===== config.mk =====
export PLATFORM = sky130hd
export DESIGN_NAME = ext_port_bank_decoder
export DESIGN_NICKNAME = d
export VERILOG_FILES = /design/src/logic/ext_port_pkg.sv /design/src/logic/ext_port_bank_decoder.sv /design/src/logic/ext_cycle_timer.sv
export SDC_FILE = /design/constraint.sdc
export NUM_CORES = 1
export LEC_CHECK = 0
export ABC_CLOCK_PERIOD_IN_PS = 2200
export BUFFER_PORTS_ARGS = -buffer_cell sky130_fd_sc_hd__buf_2
export CAP_MARGIN = 20
export CELL_PAD_IN_SITES_DETAIL_PLACEMENT = 1
export CELL_PAD_IN_SITES_GLOBAL_PLACEMENT = 1
export CORE_MARGIN = 2
export CORE_UTILIZATION = 34
export DETAILED_ROUTE_END_ITERATION = 8
export GPL_TIMING_DRIVEN = 0
export MAX_ROUTING_LAYER = met4
export PLACE_DENSITY = 0.88
export SLEW_MARGIN = 5
export SYNTH_ARGS = -nofsm -noshare
export SYNTH_HDL_FRONTEND = slang
export SYNTH_SLANG_ARGS = --single-unit

===== constraint.sdc =====
create_clock -name i_core_clk -period 2.2 [get_ports i_core_clk]
set_input_delay 0.11 -clock i_core_clk [delete_from_list [all_inputs] [get_ports i_core_clk]]
set_output_delay 0.11 -clock i_core_clk [all_outputs]
set_load 0.03 [all_outputs]

===== src/logic/ext_port_pkg.sv =====
// package: address map, widths and encodings of the external port bank decoder
package ext_port_pkg;

   // ********************************************
   // bank count and address width
   // ********************************************
   localparam int unsigned NUM_BANKS = 4;
   localparam int unsigned ADDR_W = 32;

   // ********************************************
   // instruction fetch windows, bank 0 only
   // ********************************************
   localparam logic [31:0] NW_FETCH_LO = 32'h0020_0000;
   localparam logic [31:0] NW_FETCH_HI = 32'h005f_ffff;
   localparam logic [31:0] SW_FETCH_LO = 32'h0060_0000;
   localparam logic [31:0] SW_FETCH_HI = 32'h00ff_ffff;

   // ********************************************
   // sync dram windows
   // ********************************************
   localparam logic [31:0] SD_B0_LO = 32'h0020_0000;
   localparam logic [31:0] SD_B0_HI = 32'h03ff_ffff;
   localparam logic [31:0] SD_B1_LO = 32'h0400_0000;
   localparam logic [31:0] SD_B1_HI = 32'h07ff_ffff;
   localparam logic [31:0] SD_B2_LO = 32'h0800_0000;
   localparam logic [31:0] SD_B2_HI = 32'h0bff_ffff;
   localparam logic [31:0] SD_B3_LO = 32'h0c00_0000;
   localparam logic [31:0] SD_B3_HI = 32'h0fff_ffff;

   // ********************************************
   // async windows
   // ********************************************
   localparam logic [31:0] AS_B0_LO = 32'h0020_0000;
   localparam logic [31:0] AS_B0_HI = 32'h007f_ffff;
   localparam logic [31:0] AS_B1_LO = 32'h0400_0000;
   localparam logic [31:0] AS_B1_HI = 32'h047f_ffff;
   localparam logic [31:0] AS_B2_LO = 32'h0800_0000;
   localparam logic [31:0] AS_B2_HI = 32'h087f_ffff;
   localparam logic [31:0] AS_B3_LO = 32'h0c00_0000;
   localparam logic [31:0] AS_B3_HI = 32'h0c7f_ffff;

   // ********************************************
   // device width and size encodings
   // ********************************************
   localparam logic [1:0] DEV_W8 = 2'h0;
   localparam logic [1:0] DEV_W16 = 2'h1;
   localparam logic [1:0] DEV_W32 = 2'h2;
   // sdram size code: 0=4MB .. 6=256MB, column bits = 8 + code/2
   localparam logic [2:0] SD_SIZE_MAX = 3'h6;
   localparam int unsigned COL_BASE = 8;

   // ********************************************
   // timing field and packing widths
   // ********************************************
   localparam int unsigned TIM_W = 4;
   localparam int unsigned INSTR_W = 48;
   localparam int unsigned SLOT_W = 16;
   localparam logic [1:0] SLOTS_PER_WORD = 2'h3;

endpackage : ext_port_pkg


===== src/logic/ext_port_bank_decoder.sv =====
// file: external port bank decoder with select, fetch window check and compressed unpacking
`timescale 1ns/1ps
module ext_port_bank_decoder #(
   parameter int unsigned NB = ext_port_pkg::NUM_BANKS,
   parameter int unsigned TW = ext_port_pkg::TIM_W
) (
   // clock and reset
   input wire logic i_core_clk,
   input wire logic i_rst_n,
   // per-bank configuration plus shared sdram gap and mode, static while an access runs
   input wire logic [NB-1:0] i_bank_is_sdram,
   input wire logic [NB*2-1:0] i_bank_dev_width,
   input wire logic [NB*3-1:0] i_sdram_size,
   input wire logic [NB*TW-1:0] i_async_wait,
   input wire logic [TW-1:0] i_sdram_cmd_gap,
   input wire logic i_compressed_instruction_mode,
   // access request
   input wire logic i_req,
   input wire logic i_req_fetch,
   input wire logic [31:0] i_req_addr,
   // fetch data from memory
   input wire logic i_fetch_data_vld,
   input wire logic [47:0] i_fetch_data,
   // request answer
   output logic o_ack,
   output logic o_err,
   // external selects and address
   output logic [NB-1:0] o_bank_select_n,
   output logic [31:0] o_mem_row_col,
   // unpacked instruction stream
   output logic o_instr_vld,
   output logic [15:0] o_instr_slot
);
   initial begin
      if (NB != 4) $error("decoder serves exactly four banks");
   end

   // ********************************************
   // decode functions
   // ********************************************
   function automatic logic in_rng(input logic [31:0] a, input logic [31:0] lo, input logic [31:0] hi);
      in_rng = (a >= lo) && (a <= hi);
   endfunction : in_rng

   // window of bank b; async windows are sparse and never remapped
   function automatic logic hit_bank(input logic [31:0] a, input int b, input logic sd);
      logic r;
      r = 1'b0;
      unique case (b)
         0: r = sd ? in_rng(a, ext_port_pkg::SD_B0_LO, ext_port_pkg::SD_B0_HI)
                   : in_rng(a, ext_port_pkg::AS_B0_LO, ext_port_pkg::AS_B0_HI);
         1: r = sd ? in_rng(a, ext_port_pkg::SD_B1_LO, ext_port_pkg::SD_B1_HI)
                   : in_rng(a, ext_port_pkg::AS_B1_LO, ext_port_pkg::AS_B1_HI);
         2: r = sd ? in_rng(a, ext_port_pkg::SD_B2_LO, ext_port_pkg::SD_B2_HI)
                   : in_rng(a, ext_port_pkg::AS_B2_LO, ext_port_pkg::AS_B2_HI);
         default: r = sd ? in_rng(a, ext_port_pkg::SD_B3_LO, ext_port_pkg::SD_B3_HI)
                         : in_rng(a, ext_port_pkg::AS_B3_LO, ext_port_pkg::AS_B3_HI);
      endcase
      hit_bank = r;
   endfunction : hit_bank

   // ********************************************
   // state
   // ********************************************
   typedef enum logic [1:0] {ST_IDLE, ST_ACCESS, ST_WAIT_DATA, ST_UNPACK} phase_t;

   typedef struct packed {
      phase_t phase;
      logic [NB-1:0] sel_n;
      logic [31:0] row_col;
      logic ack;
      logic err;
      logic fetch;
      logic [47:0] word;
      logic [1:0] slot;
      logic ivld;
      logic [15:0] islot;
   } dec_state_t;

   dec_state_t st_ff;
   dec_state_t nxt_st;

   // ********************************************
   // combinational decode of the current request
   // ********************************************
   logic [NB-1:0] hit; // one-hot bank hit
   logic any_hit; // address lands in some window
   logic [1:0] bank_idx; // encoded bank
   logic fetch_ok; // fetch lies inside the allowed window
   logic width_ok; // device width is supported
   logic [TW-1:0] acc_count; // spacing for this access
   logic tim_start; // launches the access timer
   logic tim_busy; // timer running
   logic tim_done; // access spacing elapsed

   generate
      for (genvar g = 0; g < NB; g++) begin : g_hit
         assign hit[g] = hit_bank(i_req_addr, g, i_bank_is_sdram[g]);
      end
   endgenerate

   // lowest hit wins; windows never overlap, so at most one bit is set
   always_comb begin
      any_hit = |hit;
      bank_idx = 2'h0;
      for (int k = NB - 1; k >= 0; k--) begin
         if (hit[k]) bank_idx = 2'(k);
      end
   end

   // fetch only from bank 0, by mode window
   // the bank 0 hit is required too, so a fetch never raises another select
   always_comb begin
      if (i_compressed_instruction_mode) begin
         fetch_ok = hit[0] && in_rng(i_req_addr, ext_port_pkg::SW_FETCH_LO, ext_port_pkg::SW_FETCH_HI);
      end else begin
         fetch_ok = hit[0] && in_rng(i_req_addr, ext_port_pkg::NW_FETCH_LO, ext_port_pkg::NW_FETCH_HI);
      end
   end

   assign width_ok = (i_bank_dev_width[bank_idx*2 +: 2] != ext_port_pkg::DEV_W32);

   // sdram gap or own bank async wait
   assign acc_count = i_bank_is_sdram[bank_idx] ? i_sdram_cmd_gap : i_async_wait[bank_idx*TW +: TW];

   // row and column split from size code; trade-off: no bank-interleave bits
   function automatic logic [31:0] mux_addr(input logic [31:0] a, input logic [2:0] code);
      logic [2:0] c;
      int unsigned cb;
      c = (code > ext_port_pkg::SD_SIZE_MAX) ? ext_port_pkg::SD_SIZE_MAX : code;
      cb = ext_port_pkg::COL_BASE + int'(c >> 1);
      // row keeps 16 bits on purpose; higher row bits of large devices wrap
      mux_addr = {16'(a >> cb), 16'h0000} | (a & ((32'h1 << cb) - 32'h1));
   endfunction : mux_addr

   // ********************************************
   // access spacing timer
   // ********************************************
   // one shared timer is enough, since only one access is ever in flight
   ext_cycle_timer #(.W(TW)) u_timer (
      .i_core_clk(i_core_clk),
      .i_rst_n(i_rst_n),
      .i_start(tim_start),
      .i_count(acc_count),
      .o_busy(tim_busy),
      .o_done(tim_done)
   );

   // ********************************************
   // next state
   // ********************************************
   // refusal reasons are merged; o_err does not tell which check failed
   logic req_good; // request accepted
   always_comb begin
      req_good = any_hit && width_ok && (!i_req_fetch || fetch_ok);
      tim_start = 1'b0;
      nxt_st = st_ff;
      nxt_st.ack = 1'b0;
      nxt_st.err = 1'b0;
      nxt_st.ivld = 1'b0;
      unique case (st_ff.phase)
         ST_IDLE: begin
            // a request outside idle is ignored; the requester holds it or pulses again
            if (i_req) begin
               if (req_good) begin
                  nxt_st.sel_n = ~hit;
                  nxt_st.row_col = i_bank_is_sdram[bank_idx]
                     ? mux_addr(i_req_addr, i_sdram_size[bank_idx*3 +: 3]) : i_req_addr;
                  nxt_st.fetch = i_req_fetch;
                  nxt_st.phase = ST_ACCESS;
                  tim_start = 1'b1;
               end else begin
                  nxt_st.err = 1'b1;
               end
            end
         end
         ST_ACCESS: begin
            if (tim_done) begin
               // select drops before the fetch word returns, so the bus is free while unpacking
               nxt_st.sel_n = '1;
               if (st_ff.fetch && i_compressed_instruction_mode) begin
                  nxt_st.phase = ST_WAIT_DATA;
               end else begin
                  nxt_st.ack = 1'b1;
                  nxt_st.phase = ST_IDLE;
               end
            end
         end
         ST_WAIT_DATA: begin
            if (i_fetch_data_vld) begin
               nxt_st.word = i_fetch_data;
               nxt_st.slot = 2'h0;
               nxt_st.phase = ST_UNPACK;
            end
         end
         ST_UNPACK: begin
            // hand out three slots from one fetch
            nxt_st.ivld = 1'b1;
            nxt_st.islot = st_ff.word[st_ff.slot*ext_port_pkg::SLOT_W +: ext_port_pkg::SLOT_W];
            nxt_st.slot = st_ff.slot + 2'h1;
            if (st_ff.slot == ext_port_pkg::SLOTS_PER_WORD - 2'h1) begin
               nxt_st.ack = 1'b1;
               nxt_st.phase = ST_IDLE;
            end
         end
         // unreachable with four legal phases; kept as a safe return
         default: nxt_st.phase = ST_IDLE;
      endcase
   end

   // state register
   always_ff @(posedge i_core_clk) begin
      if (!i_rst_n) begin
         st_ff <= '{phase: ST_IDLE, sel_n: '1, default: '0};
      end else begin
         st_ff <= nxt_st;
      end
   end

   assign o_ack = st_ff.ack;
   assign o_err = st_ff.err;
   assign o_bank_select_n = st_ff.sel_n;
   assign o_mem_row_col = st_ff.row_col;
   assign o_instr_vld = st_ff.ivld;
   assign o_instr_slot = st_ff.islot;
endmodule : ext_port_bank_decoder


===== src/logic/ext_cycle_timer.sv =====
// file: cycle timer that spaces one external access by a programmed count
`timescale 1ns/1ps
module ext_cycle_timer #(
   parameter int unsigned W = 4
) (
   // clock and reset
   input wire logic i_core_clk,
   input wire logic i_rst_n,
   // control
   input wire logic i_start,
   input wire logic [W-1:0] i_count,
   // status
   output logic o_busy,
   output logic o_done
);
   initial begin
      if (W < 1 || W > 16) $error("cycle timer width out of range");
   end

   typedef struct packed {
      logic [W-1:0] cnt;
      logic busy;
      logic done;
   } tim_state_t;

   tim_state_t st_ff;
   tim_state_t nxt_st;

   // next state: load on start, count down, pulse done at zero
   always_comb begin
      nxt_st = st_ff;
      nxt_st.done = 1'b0;
      if (!st_ff.busy && i_start) begin
         nxt_st.busy = 1'b1;
         nxt_st.cnt = i_count;
      end else if (st_ff.busy) begin
         if (st_ff.cnt == '0) begin
            nxt_st.busy = 1'b0;
            nxt_st.done = 1'b1;
         end else begin
            nxt_st.cnt = st_ff.cnt - 1'b1;
         end
      end
   end

   // state register
   always_ff @(posedge i_core_clk) begin
      if (!i_rst_n) begin
         st_ff <= '0;
      end else begin
         st_ff <= nxt_st;
      end
   end

   assign o_busy = st_ff.busy;
   assign o_done = st_ff.done;

endmodule : ext_cycle_timer


==> results of run 1 <==
==> cells in the final DEF (no fill, tap or decap), types with 19 or more instances in the layout <==
master	instances
sky130_fd_sc_hd__mux2_2	20
sky130_fd_sc_hd__nand2_1	135
sky130_fd_sc_hd__buf_4	58
sky130_fd_sc_hd__dlygate4sd3_1	62
sky130_fd_sc_hd__o21ai_0	24
sky130_fd_sc_hd__clkbuf_1	22
sky130_fd_sc_hd__dfxtp_1	114
sky130_fd_sc_hd__a22oi_1	23
sky130_fd_sc_hd__a21oi_1	85
sky130_fd_sc_hd__mux2i_1	35
sky130_fd_sc_hd__buf_2	182
sky130_fd_sc_hd__nand3_1	19
==> flip-flops by register name, summed over array words and instances, names as in the netlist, named ones only <==
name	flops
o_ack	1
o_bank_select_n	4
o_err	1
o_instr_slot	16
o_instr_vld	1
o_mem_row_col	32
st_ff	52
u_timer.o_busy	1
u_timer.o_done	1
u_timer.st_ff	4
==> cells by family after synthesis <==
group | after synthesis
adder cells (fa/ha/maj) | 3
AO/OA/AOI/OAI | 176
AND/OR/NAND/NOR | 203
multiplexers | 65
flip-flops | 114
XOR/XNOR | 1
buffers and inverters | 106
==> cell usage after synthesis (3+ instances only) <==
cell                        instances  area (um2)
sky130_fd_sc_hd__inv_1              8        30.0
sky130_fd_sc_hd__nand3_1           19        95.1
sky130_fd_sc_hd__nand2_1          135         507
sky130_fd_sc_hd__a21oi_1           85         425
sky130_fd_sc_hd__buf_4             57         428
sky130_fd_sc_hd__o21a_1             3        22.5
sky130_fd_sc_hd__mux4_2             3        67.6
sky130_fd_sc_hd__a22oi_1           23         173
sky130_fd_sc_hd__nor2_1            13        48.8
sky130_fd_sc_hd__o22ai_1           17         106
sky130_fd_sc_hd__mux2_2            20         225
sky130_fd_sc_hd__o2111ai_1          4        35.0
sky130_fd_sc_hd__o21ai_0           24         120
sky130_fd_sc_hd__nor3_1             3        15.0
sky130_fd_sc_hd__nand3b_1           5        37.5
sky130_fd_sc_hd__nor2b_1            3        18.8
sky130_fd_sc_hd__dfxtp_1          114        2280
sky130_fd_sc_hd__or3_1              3        18.8
sky130_fd_sc_hd__buf_6              4        45.0
sky130_fd_sc_hd__and2_1             5        31.3
sky130_fd_sc_hd__clkbuf_1          31         116
sky130_fd_sc_hd__ha_1               3        37.5
sky130_fd_sc_hd__mux2i_1           38         380
==> repair_timing <==
action / CTS / global route
buffers inserted: 0 / 1
endpoints found under the hold margin: 61 / 1
endpoints found under the setup margin: 16 / 63
hold buffers: 61 / 1
gates resized for setup: 5 / 20
pin swaps: 0 / 1
==> path summary, 6_finish.rpt <==
check,startpoint,to,cells past startpoint
setup reg to reg,st_ff[17],o_instr_slot[14],3
hold / removal,i_req_addr[11],o_mem_row_col[11],3
hold reg to reg,st_ff[25],st_ff[25],2
setup / recovery,st_ff[17],o_instr_slot[14],3
==> where the power goes <==
part	internal, mW	leakage, nW	switching (mW)
Combinational	0.267	2.18	0.264
Clock	1.95	0.305	1.08
Sequential	2.07	0.918	0.00310
==> layer usage <==
metal,up-vias,share of wire,track usage
met3,110,0.052,0.0590
met1,3048,0.39,0.312
li1,2834,-,-
met4,0,0.058,0.182
met2,269,0.50,0.470
met5,-,0,-
==> through the flow <==
stage	cells	power, mW	util	TNS [ns]	cell area [um2]
global placement	1068	2.53	0.418	-10.95	6930
CTS	1161	5.58	0.495	0	8200
floorplan	668	2.32	-	0	5760
detailed placement	1068	2.54	0.418	-14.56	6930
global route	1164	5.78	0.498	0	8250
finish	1165	5.64	0.498	0	8260
==> tightest hold or removal path, cell delays in order <==
cell and delay, ns:
sky130_fd_sc_hd__buf_2 0.13, sky130_fd_sc_hd__nand3_1 0.08, sky130_fd_sc_hd__a21oi_1 0.07
==> cell type report <==
cell class,count,share of cell area
plain buffers,97,0.0785
diodes,3,0.000909
clock buffers,19,0.0549
clock inverters,13,0.0223
inverters,8,0.00364
repair buffers,243,0.185
multi-input cells,448,0.345
well taps,220,0.0333
flip-flops and latches,114,0.276
==> results.rst, run 1 <==
.. list-table::
   :header-rows: 1

   * - Metric
     - Value
   * - Power Density
     - 683 nW/um2
   * - Buffers and inverters on the worst path
     - 1
   * - Post-Synth Adder-Cell Area
     - 0.00652
   * - DRC violation total after the first TritonRoute iteration
     - 425
   * - Max-slew violation count
     - 0
   * - Worst endpoint required time
     - 2.47 ns
   * - Layout filler cell count
     - 1995
   * - Clock Latency Late Sink
     - 0.43 ns
   * - Final count of hold timing violations
     - 0
   * - Avg Vias per Cell
     - 5.37
   * - Launching element type of the critical path
     - flip-flop
   * - Die Outline Area
     - 18000 um2
   * - Stage delay of the slowest cell on the critical path
     - 0.81 ns
   * - Multi-input combinational cell area
     - 2850 um2
   * - Fraction of the mapped netlist area in compound gates
     - 0.189
   * - Sequential element share of the synthesized area
     - 0.396
   * - Initial Util
     - 0.347
   * - Number of antenna violations at the first check in global routing
     - 2
   * - Largest net degree at the start of global routing
     - 17
   * - Avg Synthesized Cell Area
     - 8.62 um2
   * - Buffer depth of the longest clock path
     - 2
   * - Number of antenna-violating nets in the routed design
     - 0
   * - Via count of the first global-routing pass
     - 6796
   * - Final period demand of the worst path
     - 2.12 ns
   * - Max frequency
     - 472 MHz
   * - Hold Slack
     - 0.0237 ns
   * - Run status
     - finished, final reports clean
   * - DRC violation count after routing
     - 0
   * - Worst path cell trace
     - clkdlybuf4s15_2, mux2i_1, o22ai_1
   * - Worst clock skew
     - 0.0118 ns
   * - Residual overflow from global routing
     - 0
   * - Number of top-level design ports
     - 185
   * - Combinational family with the most area after synthesis
     - compound AO/OA/AOI/OAI gates
   * - Synthesized-area fraction occupied by and/or/nand/nor cells
     - 0.160
   * - Detailed Routing Iterations Pass 1
     - 5
   * - Placement-stage worst setup slack
     - -0.448 ns
   * - Static leakage power
     - 3.40 nW
   * - Register clock-pin slew on the reported worst setup and hold paths
     - 0.06 ns
   * - Data arrival time of the worst path
     - 2.38 ns
   * - Final setup violation count
     - 0
   * - Critical-path maximum fanout
     - 10
   * - CTS sink cnt
     - 114
   * - DP HPWL
     - 15.2 mm
   * - Gate family responsible for the most delay along the worst path
     - flip-flops
   * - Fraction of layout instances using a drive strength above 1
     - 0.349
   * - Synthesized net count
     - 801
   * - RSZ-0062 raised after global routing
     - false
   * - Share of synthesized registers carrying an async set or reset
     - 0
   * - Cell with the largest stage delay on the worst path
     - sky130_fd_sc_hd__dfxtp_1
   * - Primary FF master, synth
     - sky130_fd_sc_hd__dfxtp_1
   * - Wire length per cell
     - 21.4 um
   * - Crit. End Element
     - flip-flop
   * - Final #Nets
     - 1062
   * - R2r setup slk
     - 0.08 ns
   * - Instance count of the mapped netlist
     - 668
   * - Cell Area, Synth
     - 5760 um2
   * - Number of enable flip-flop cells after synthesis
     - 0
   * - Period utilisation layout
     - 0.962
   * - H-tree lvl count
     - 4
   * - Number of placement rows
     - 47
   * - Combined flip-flop and latch cell area
     - 2280 um2
   * - DIE WIDTH
     - 134 um
   * - CTS tree
     - built
   * - Vert. Die Dim
     - 134 um
   * - Number of vias after detailed routing
     - 6261
   * - Total of max-cap violations
     - 0
   * - Final routed wirelength across all metal layers
     - 24.9 mm
   * - First-pass GRT wire length
     - 37.6 mm
   * - Core box area
     - 16600 um2
   * - IO Port Bufs
     - 180
   * - Area added between synthesis and finish
     - 43.4%
   * - Cts bufs inserted
     - 17
   * - Number of distinct library cells after synthesis
     - 60
   * - Number of warnings issued by yosys
     - 0
   * - Global placer's final weighted congestion
     - 0.823
   * - Hold Crit Class
     - in -> reg
   * - Synth Area in XOR/XNOR
     - 0.00152
   * - FF+latch count, synth
     - 114
   * - Total Routing Usage GR
     - 0.284
   * - Maximum VDD drop
     - 0.727 mV
   * - Post-layout worst setup margin
     - 0.0835 ns
   * - Clock Tree Root
     - sky130_fd_sc_hd__clkbuf_16
   * - Worst Tran Pin Value
     - 0.831 ns
   * - Category of the critical setup timing path
     - reg -> reg
   * - Portion of netlist area occupied by mux cells
     - 0.131
   * - Relative slew slack
     - 0.446
No activity file was read; power rests on OpenSTA's default activity.
==> run 2, diff against run 1 <==
Settings changed: ABC_AREA from default to 1, CORE_UTILIZATION 34 to 33.
==> results.rst, run 2 <==
.. list-table::
   :header-rows: 1

   * - Metric
     - Value
   * - CTS sink cnt
     - 114 (unchanged)
   * - Final setup violation count
     - 0 (unchanged)
   * - Post-layout power
     - 5.57 mW (-1.3%)
   * - Maximum VDD drop
     - 0.586 mV (-19%)
   * - DRC violation total after the first TritonRoute iteration
     - 416 (-2.1%)
   * - Worst clock skew
     - 0.0173 ns (+0.00545 ns)
   * - Library cell with the largest summed area after synthesis
     - sky130_fd_sc_hd__dfxtp_1
   * - Worst Tran Pin Value
     - 0.771 ns (-0.0603 ns)
   * - Final sum of negative setup slack
     - 0 ns (unchanged)
   * - Register containing the most flip-flops in the final layout
     - st_ff
   * - Die Outline Area
     - 19400 um2 (+7.6%)
   * - Primary FF master, synth
     - sky130_fd_sc_hd__dfxtp_1
   * - Capture point of the worst reg-to-reg path
     - st_ff[63]
   * - Number of distinct library cells after synthesis
     - 36 (-40%)
   * - CTS tree
     - built
   * - Switching part of the total
     - 0.283 (+0.0441)
   * - Cell Area, Synth
     - 6030 um2 (+4.7%)
   * - Static leakage power
     - 3.70 nW (+8.7%)
   * - First-pass GRT wire length
     - 38.6 mm (+2.6%)
   * - Final routed wirelength across all metal layers
     - 24.5 mm (-1.5%)
   * - Number of placement rows
     - 49 (+4.3%)
   * - Global placer's final weighted congestion
     - 0.918 (+11%)
   * - Crit. End Element
     - flip-flop
   * - Relative slew slack
     - 0.486 (+0.0402)
   * - R2R Path Start
     - st_ff[106]
   * - Setup repair bufs after CTS
     - 0 (unchanged)
   * - Initial Util
     - 0.336 (-0.0116)
   * - Origin of the worst min-delay path
     - i_fetch_data[13]
   * - Hold Crit Class
     - in -> reg
   * - Number of warnings issued by yosys
     - 0 (unchanged)
   * - Period utilisation layout
     - 0.933 (-0.0292)
   * - Cts bufs inserted
     - 17 (unchanged)
   * - Gate family responsible for the most delay along the worst path
     - buffers and inverters
   * - Number of vias after detailed routing
     - 6842 (+9.3%)
   * - Leading post-synthesis cells by cell area
     - sky130_fd_sc_hd__dfxtp_1, sky130_fd_sc_hd__nand2_1, sky130_fd_sc_hd__a21oi_1
   * - Cell with the largest stage delay on the worst path
     - sky130_fd_sc_hd__clkbuf_1
   * - Psw
     - 1.58 mW (+17%)
   * - Power Density
     - 675 nW/um2 (-1.3%)
   * - Area added between synthesis and finish
     - 37.0%
   * - Fraction of layout instances using a drive strength above 1
     - 0.291 (-0.0584)
   * - Number of enable flip-flop cells after synthesis
     - 0 (unchanged)
   * - Critical-path maximum fanout
     - 10 (unchanged)
   * - Stage delay of the slowest cell on the critical path
     - 0.47 ns (-0.34 ns)
   * - Cell mode on critical path
     - sky130_fd_sc_hd__clkbuf_1
   * - Most used standard cell by instance count after synthesis
     - sky130_fd_sc_hd__nand2_1
   * - Vert. Die Dim
     - 139 um (+3.7%)
   * - Register clock-pin slew on the reported worst setup and hold paths
     - 0.07 ns (about the same)
   * - Clock Tree Root
     - sky130_fd_sc_hd__clkbuf_16
   * - Run status
     - finished, final reports clean
   * - Max frequency
     - 487 MHz (+3.1%)
   * - Design internal power
     - 3.99 mW (-7.0%)
   * - Number of antenna violations at the first check in global routing
     - 2 (unchanged)
   * - Largest net degree at the start of global routing
     - 17 (unchanged)
   * - Data arrival time of the worst path
     - 2.35 ns (-0.03 ns)
   * - Most frequent standard cell in the layout excluding fill and tap cells
     - sky130_fd_sc_hd__buf_2
   * - H-tree lvl count
     - 4 (unchanged)
   * - Core box area
     - 18000 um2 (+8.3%)
   * - Top cells by count, synth
     - sky130_fd_sc_hd__nand2_1, sky130_fd_sc_hd__dfxtp_1, sky130_fd_sc_hd__a21oi_1
   * - Number of top-level design ports
     - 185 (unchanged)
   * - Capture endpoint of the worst hold path
     - st_ff[32]
   * - Avg Synthesized Cell Area
     - 7.02 um2 (-18%)
   * - Buffers and inverters on the worst path
     - 3 (+2)
   * - Synthesized net count
     - 991 (+24%)
   * - Combinational share of power
     - 0.120 (+0.026)
   * - Instance count of the mapped netlist
     - 858 (+28%)
   * - RSZ-0062 raised after global routing
     - false
   * - Final count of hold timing violations
     - 0 (unchanged)
   * - Sequential element share of the synthesized area
     - 0.379 (-0.0178)
   * - DP HPWL
     - 16.6 mm (+9.8%)
   * - Avg Vias per Cell
     - 5.09 (-5.3%)
   * - Launching element type of the critical path
     - flip-flop
   * - R2r setup slk
     - 0.15 ns (+0.06 ns)
   * - Clock Latency Late Sink
     - 0.44 ns (about the same)
   * - Post-Synth Adder-Cell Area
     - 0.00623 (-0.000292)
   * - Share of the synthesized area in the top cell type
     - 0.379 (-0.0178)
   * - Leading cell types in the layout, fill and taps excluded
     - sky130_fd_sc_hd__buf_2, sky130_fd_sc_hd__nand2_1, sky130_fd_sc_hd__dfxtp_1
   * - Max-slew violation count
     - 0 (unchanged)
   * - Combinational family with the most area after synthesis
     - compound AO/OA/AOI/OAI gates
   * - Buffer depth of the longest clock path
     - 2 (unchanged)
   * - Detailed Routing Iterations Pass 1
     - 7 (+2)
   * - Seq pwr share
     - 0.378 (+0.010)
   * - Wire length per cell
     - 18.2 um (-15%)
   * - Length in cells of the worst reg-to-reg path
     - 5 (+2)
   * - Layout Utilization
     - 0.459 (-0.0384)
   * - Worst endpoint required time
     - 2.49 ns (+0.02 ns)
   * - Residual overflow from global routing
     - 0 (unchanged)
   * - IO Port Bufs
     - 180 (unchanged)
   * - Category of the critical setup timing path
     - reg -> reg
   * - Synth Area in XOR/XNOR
     - 0.00145 (-0.0000682)
   * - Via count of the first global-routing pass
     - 7292 (+7.3%)
   * - Number of antenna-violating nets in the routed design
     - 0 (unchanged)
   * - Total of max-cap violations
     - 0 (unchanged)
   * - Largest register FFs
     - 52 (unchanged)
   * - Synthesized-area fraction occupied by and/or/nand/nor cells
     - 0.199 (+0.0391)
   * - Share of synthesized registers carrying an async set or reset
     - 0 (unchanged)
   * - DRC violation count after routing
     - 0 (unchanged)
   * - DIE WIDTH
     - 139 um (+3.7%)
   * - Proportion of power drawn by the clock network
     - 0.501 (-0.037)
   * - Portion of netlist area occupied by mux cells
     - 0 (-0.131)
   * - Worst path cell trace
     - inv_1, nand3_1, clkbuf_1, clkbuf_1, a21oi_1
   * - Fraction of the mapped netlist area in compound gates
     - 0.244 (+0.0555)
   * - Final #Nets
     - 1234 (+16%)
   * - Total Routing Usage GR
     - 0.262 (-0.0222)
   * - Hold-critical path depth
     - 3 (unchanged)
   * - FF+latch count, synth
     - 114 (unchanged)
   * - Final period demand of the worst path
     - 2.05 ns (-0.0643 ns)
run 2: repair_timing:
| item | CTS | global route |
|---|---|---|
| hold endpoints to repair | 45 | 0 |
| hold buffers | 45 | 0 |
| setup endpoints to repair | 0 | 11 |
| gates resized for setup | 0 | 6 |
run 2: logic make-up (layout without fill, tap and decap cells):
kind of cell	count (synthesis)	count (layout)
adders and majority gates	3	3
other	0	2
and+or+nand+nor	262	262
xor gates and xnor gates	1	1
AOI/OAI and AO/OA	279	279
buffers and inverters	199	455
DFF	114	114
run 2: power groups by stage:
stage	clock network [mW]	logic, mW	registers [mW]
6_report	2.79	0.670	2.11
3_3_place_gp	0	0.578	2.15
3_5_place_dp	0	0.591	2.15
5_1_grt	2.90	0.726	2.11
4_1_cts	2.78	0.658	2.11
2_1_floorplan	0	0.339	2.15
run 2: stage by stage:
step / cell area (um2) / hold slack (ns) / setup WS (ns) / std cells
finish: 8250 / 0.00868 / 0.148 / 1345
global route: 8250 / 0.0168 / 0.0219 / 1345
CTS: 8250 / 0.00144 / 0.101 / 1344
detailed placement: 7210 / 0.368 / 0.112 / 1267
global placement: 7210 / 0.359 / 0.162 / 1267
floorplan: 6030 / 0.253 / 0.610 / 858
run 2: worst max-delay path by stage:
| stage | start | to | slack, ns | cells past startpoint |
|---|---|---|---|---|
| final | st_ff[106] | st_ff[63] | 0.15 | 5 |
| after global routing | st_ff[106] | st_ff[63] | 0.02 | 5 |
| after CTS | flip-flop | o_instr_slot[5] | 0.10 | 8 |
| after detailed placement | i_req_addr[29] | o_mem_row_col[30] | 0.11 | 16 |
| after global placement | i_req_addr[29] | o_mem_row_col[30] | 0.16 | 16 |
| after floorplan | flip-flop | o_mem_row_col[22] | 0.61 | 8 |
run 2: worst register-to-register path, stage by stage, from the launching register on:
cell	delay, ns
sky130_fd_sc_hd__dfxtp_1	0.43
sky130_fd_sc_hd__inv_1	0.13
sky130_fd_sc_hd__nand3_1	0.24
sky130_fd_sc_hd__clkbuf_1	0.44
sky130_fd_sc_hd__clkbuf_1	0.48
sky130_fd_sc_hd__a21oi_1	0.20
run 2: per-layer routing:
| layer | share of wire | routed length [um] | GRT usage |
|---|---|---|---|
| met2 | 0.51 | 12400 | 0.447 |
| met3 | 0.046 | 1120 | 0.0466 |
| met5 | 0 | 0 | - |
| met1 | 0.41 | 10100 | 0.292 |
| met4 | 0.036 | 892 | 0.137 |
run 2: layout make-up:
class | count | area (um2)
fill | 2313 | 9710
multi-input combinational | 545 | 2720
sequential | 114 | 2280
timing repair buffer | 225 | 1350
buffer | 99 | 653
clock buffer | 18 | 439
inverter | 99 | 372
tap | 229 | 287
clock inverter | 14 | 144
antenna | 2 | 5.00
==> run 3, diff against run 2 <==
Settings changed: CELL_PAD_IN_SITES_DETAIL_PLACEMENT 1 to default, CELL_PAD_IN_SITES_GLOBAL_PLACEMENT 1 to default, CORE_MARGIN 2 to default, CORE_UTILIZATION 33 to 35, PLACE_DENSITY 0.88 to 0.71.
==> results.rst, run 3 (synthesized netlist as in run 2, its figures left out) <==
.. list-table::
   :header-rows: 1

   * - Metric
     - Value
   * - Run status
     - finished, violations left
   * - Violations in the final reports
     - negative hold slack
   * - Register containing the most flip-flops in the final layout
     - st_ff
   * - Buffers and inverters on the worst path
     - 3 (unchanged)
   * - Via count of the first global-routing pass
     - 6278 (-14%)
   * - Largest net degree at the start of global routing
     - 17 (unchanged)
   * - CTS tree
     - built
   * - Maximum VDD drop
     - 0.430 mV (-27%)
   * - CTS sink cnt
     - 114 (unchanged)
   * - Clock Tree Root
     - sky130_fd_sc_hd__clkbuf_16
   * - Final sum of negative setup slack
     - 0 ns (unchanged)
   * - Cell mode on critical path
     - sky130_fd_sc_hd__clkbuf_1
   * - Static leakage power
     - 3.72 nW (+0.70%)
   * - Number of placement rows
     - 47 (-4.1%)
   * - Vert. Die Dim
     - 133 um (-4.3%)
   * - Register clock-pin slew on the reported worst setup and hold paths
     - 0.05 ns (-0.02 ns)
   * - Max frequency
     - 497 MHz (+2.0%)
   * - DP HPWL
     - 14.1 mm (-15%)
   * - Worst path cell trace
     - inv_1, nand3_1, clkbuf_1, clkbuf_1, a21oi_1
   * - Residual overflow from global routing
     - 0 (unchanged)
   * - DIE WIDTH
     - 133 um (-4.3%)
   * - Post-layout worst setup margin
     - 0.189 ns (+0.0407 ns)
   * - RSZ-0062 raised after global routing
     - false
   * - Category of the critical setup timing path
     - reg -> reg
   * - Crit. End Element
     - flip-flop
   * - Final count of hold timing violations
     - 2 (+2)
   * - Fraction of layout instances using a drive strength above 1
     - 0.285 (-0.00615)
   * - Core box area
     - 16700 um2 (-7.0%)
   * - Largest register FFs
     - 52 (unchanged)
   * - Total Routing Usage GR
     - 0.231 (-0.0308)
   * - Worst endpoint required time
     - 2.47 ns (-0.02 ns)
   * - Gate family responsible for the most delay along the worst path
     - buffers and inverters
   * - First-pass GRT wire length
     - 30.7 mm (-20%)
   * - Area added between synthesis and finish
     - 37.7%
   * - Number of top-level design ports
     - 185 (unchanged)
   * - DRC violation count after routing
     - 0 (unchanged)
   * - Avg Vias per Cell
     - 4.85 (-4.6%)
   * - Clock Latency Late Sink
     - 0.42 ns (-0.02 ns)
   * - Cell with the largest stage delay on the worst path
     - sky130_fd_sc_hd__clkbuf_1
   * - IO Port Bufs
     - 180 (unchanged)
   * - Total of max-cap violations
     - 0 (unchanged)
   * - Launching element type of the critical path
     - flip-flop
   * - Data arrival time of the worst path
     - 2.28 ns (-0.07 ns)
   * - Die Outline Area
     - 17700 um2 (-8.3%)
   * - Hold Slack
     - -0.0118 ns (-0.0205 ns)
   * - Number of antenna-violating nets in the routed design
     - 0 (unchanged)
   * - DRC violation total after the first TritonRoute iteration
     - 441 (+6.0%)
   * - Relative slew slack
     - 0.529 (+0.0426)
   * - Power Density
     - 683 nW/um2 (+1.2%)
   * - Layout Utilization
     - 0.497 (+0.0374)
   * - Hold Crit Class
     - in -> reg
   * - Max-slew violation count
     - 0 (unchanged)
   * - Cts bufs inserted
     - 17 (unchanged)
   * - Most frequent standard cell in the layout excluding fill and tap cells
     - sky130_fd_sc_hd__buf_2
   * - Global placer's final weighted congestion
     - 0.942 (+2.6%)
   * - Final setup violation count
     - 0 (unchanged)
   * - Worst Tran Pin Value
     - 0.707 ns (-0.0639 ns)
   * - Worst clock skew
     - 0.0111 ns (-0.00617 ns)
   * - Wire length per cell
     - 14.6 um (-20%)
   * - Period utilisation layout
     - 0.914 (-0.0185)
   * - Placement-stage worst setup slack
     - 0.182 ns (+0.0704 ns)
   * - Stage delay of the slowest cell on the critical path
     - 0.46 ns (about the same)
   * - Final period demand of the worst path
     - 2.01 ns (-0.0407 ns)
   * - H-tree lvl count
     - 4 (unchanged)
   * - Final #Nets
     - 1237 (+0.24%)
   * - Leading cell types in the layout, fill and taps excluded
     - sky130_fd_sc_hd__buf_2, sky130_fd_sc_hd__nand2_1, sky130_fd_sc_hd__dfxtp_1
   * - Initial Util
     - 0.361 (+0.0254)
   * - Number of antenna violations at the first check in global routing
     - 1 (-1)
   * - Final routed wirelength across all metal layers
     - 19.5 mm (-21%)
   * - Critical-path maximum fanout
     - 10 (unchanged)
   * - Buffer depth of the longest clock path
     - 2 (unchanged)
   * - Detailed Routing Iterations Pass 1
     - 7 (unchanged)
   * - Number of vias after detailed routing
     - 6492 (-5.1%)
[run 3: cell types whose count changed in the layout (fill, tap and decap cells not counted), moves of 2 or more]
cell / previous run / this run
sky130_fd_sc_hd__clkinv_2: 0 / 2
sky130_fd_sc_hd__bufinv_16: 1 / 4
sky130_fd_sc_hd__clkbuf_1: 30 / 36
sky130_fd_sc_hd__inv_6: 5 / 0
sky130_fd_sc_hd__dlygate4sd3_1: 45 / 47
sky130_fd_sc_hd__clkinv_4: 5 / 1
[run 3: area by class of cell]
type / instances / area (um2)
Inverter: 99 / 372
Fill cell: 1679 / 8400
Antenna cell: 1 / 2.50
Sequential cell: 114 / 2280
Multi-Input combinational cell: 545 / 2720
Timing Repair Buffer: 227 / 1370
Clock inverter: 9 / 154
Tap cell: 220 / 275
Clock buffer: 23 / 468
Buffer: 100 / 656
[run 3: worst min-delay path: cells and delay by family]
family                 cells  cell delay [ns]
AO/OA/AOI/OAI              2             0.19
buffers and inverters      1             0.07
[run 3: timing repair]
action	4_1_cts	5_1_grt
hold endpoints to repair	47	0
resized for setup	0	2
hold buffers	47	0
setup endpoints to repair	0	3
buffers inserted	0	0
[run 3: worst paths after layout]
kind,from,to,slack (ns),cells past startpoint
max reg2reg,st_ff[106],st_ff[47],0.19,5
max,st_ff[106],st_ff[47],0.19,5
min,i_fetch_data[1],st_ff[20],-0.01,3
min reg2reg,st_ff[19],st_ff[19],0.44,2
[run 3: per-layer routing]
layer / GRT usage / part of all wire / routed length [um]
met5: - / 0 / 0
met4: 0.148 / 0.044 / 863
met3: 0.0514 / 0.063 / 1220
met2: 0.355 / 0.46 / 8970
met1: 0.273 / 0.43 / 8410
[run 3: report_power, final]
part           switching, mW  total [mW]  internal [mW]
combinational          0.359       0.644          0.285
clock                  0.960        2.91           1.95
sequential            0.0167        2.11           2.09
[run 3: through the flow]
stage	cells	area, um2	total power [mW]	hold WS, ns
finish	1338	8300	5.67	-0.0118
detailed placement	1258	7200	2.72	0.364
CTS	1337	8300	5.68	0.0000533
floorplan	858	6030	2.49	0.253
global placement	1258	7200	2.72	0.358
global route	1338	8300	5.84	0.00237
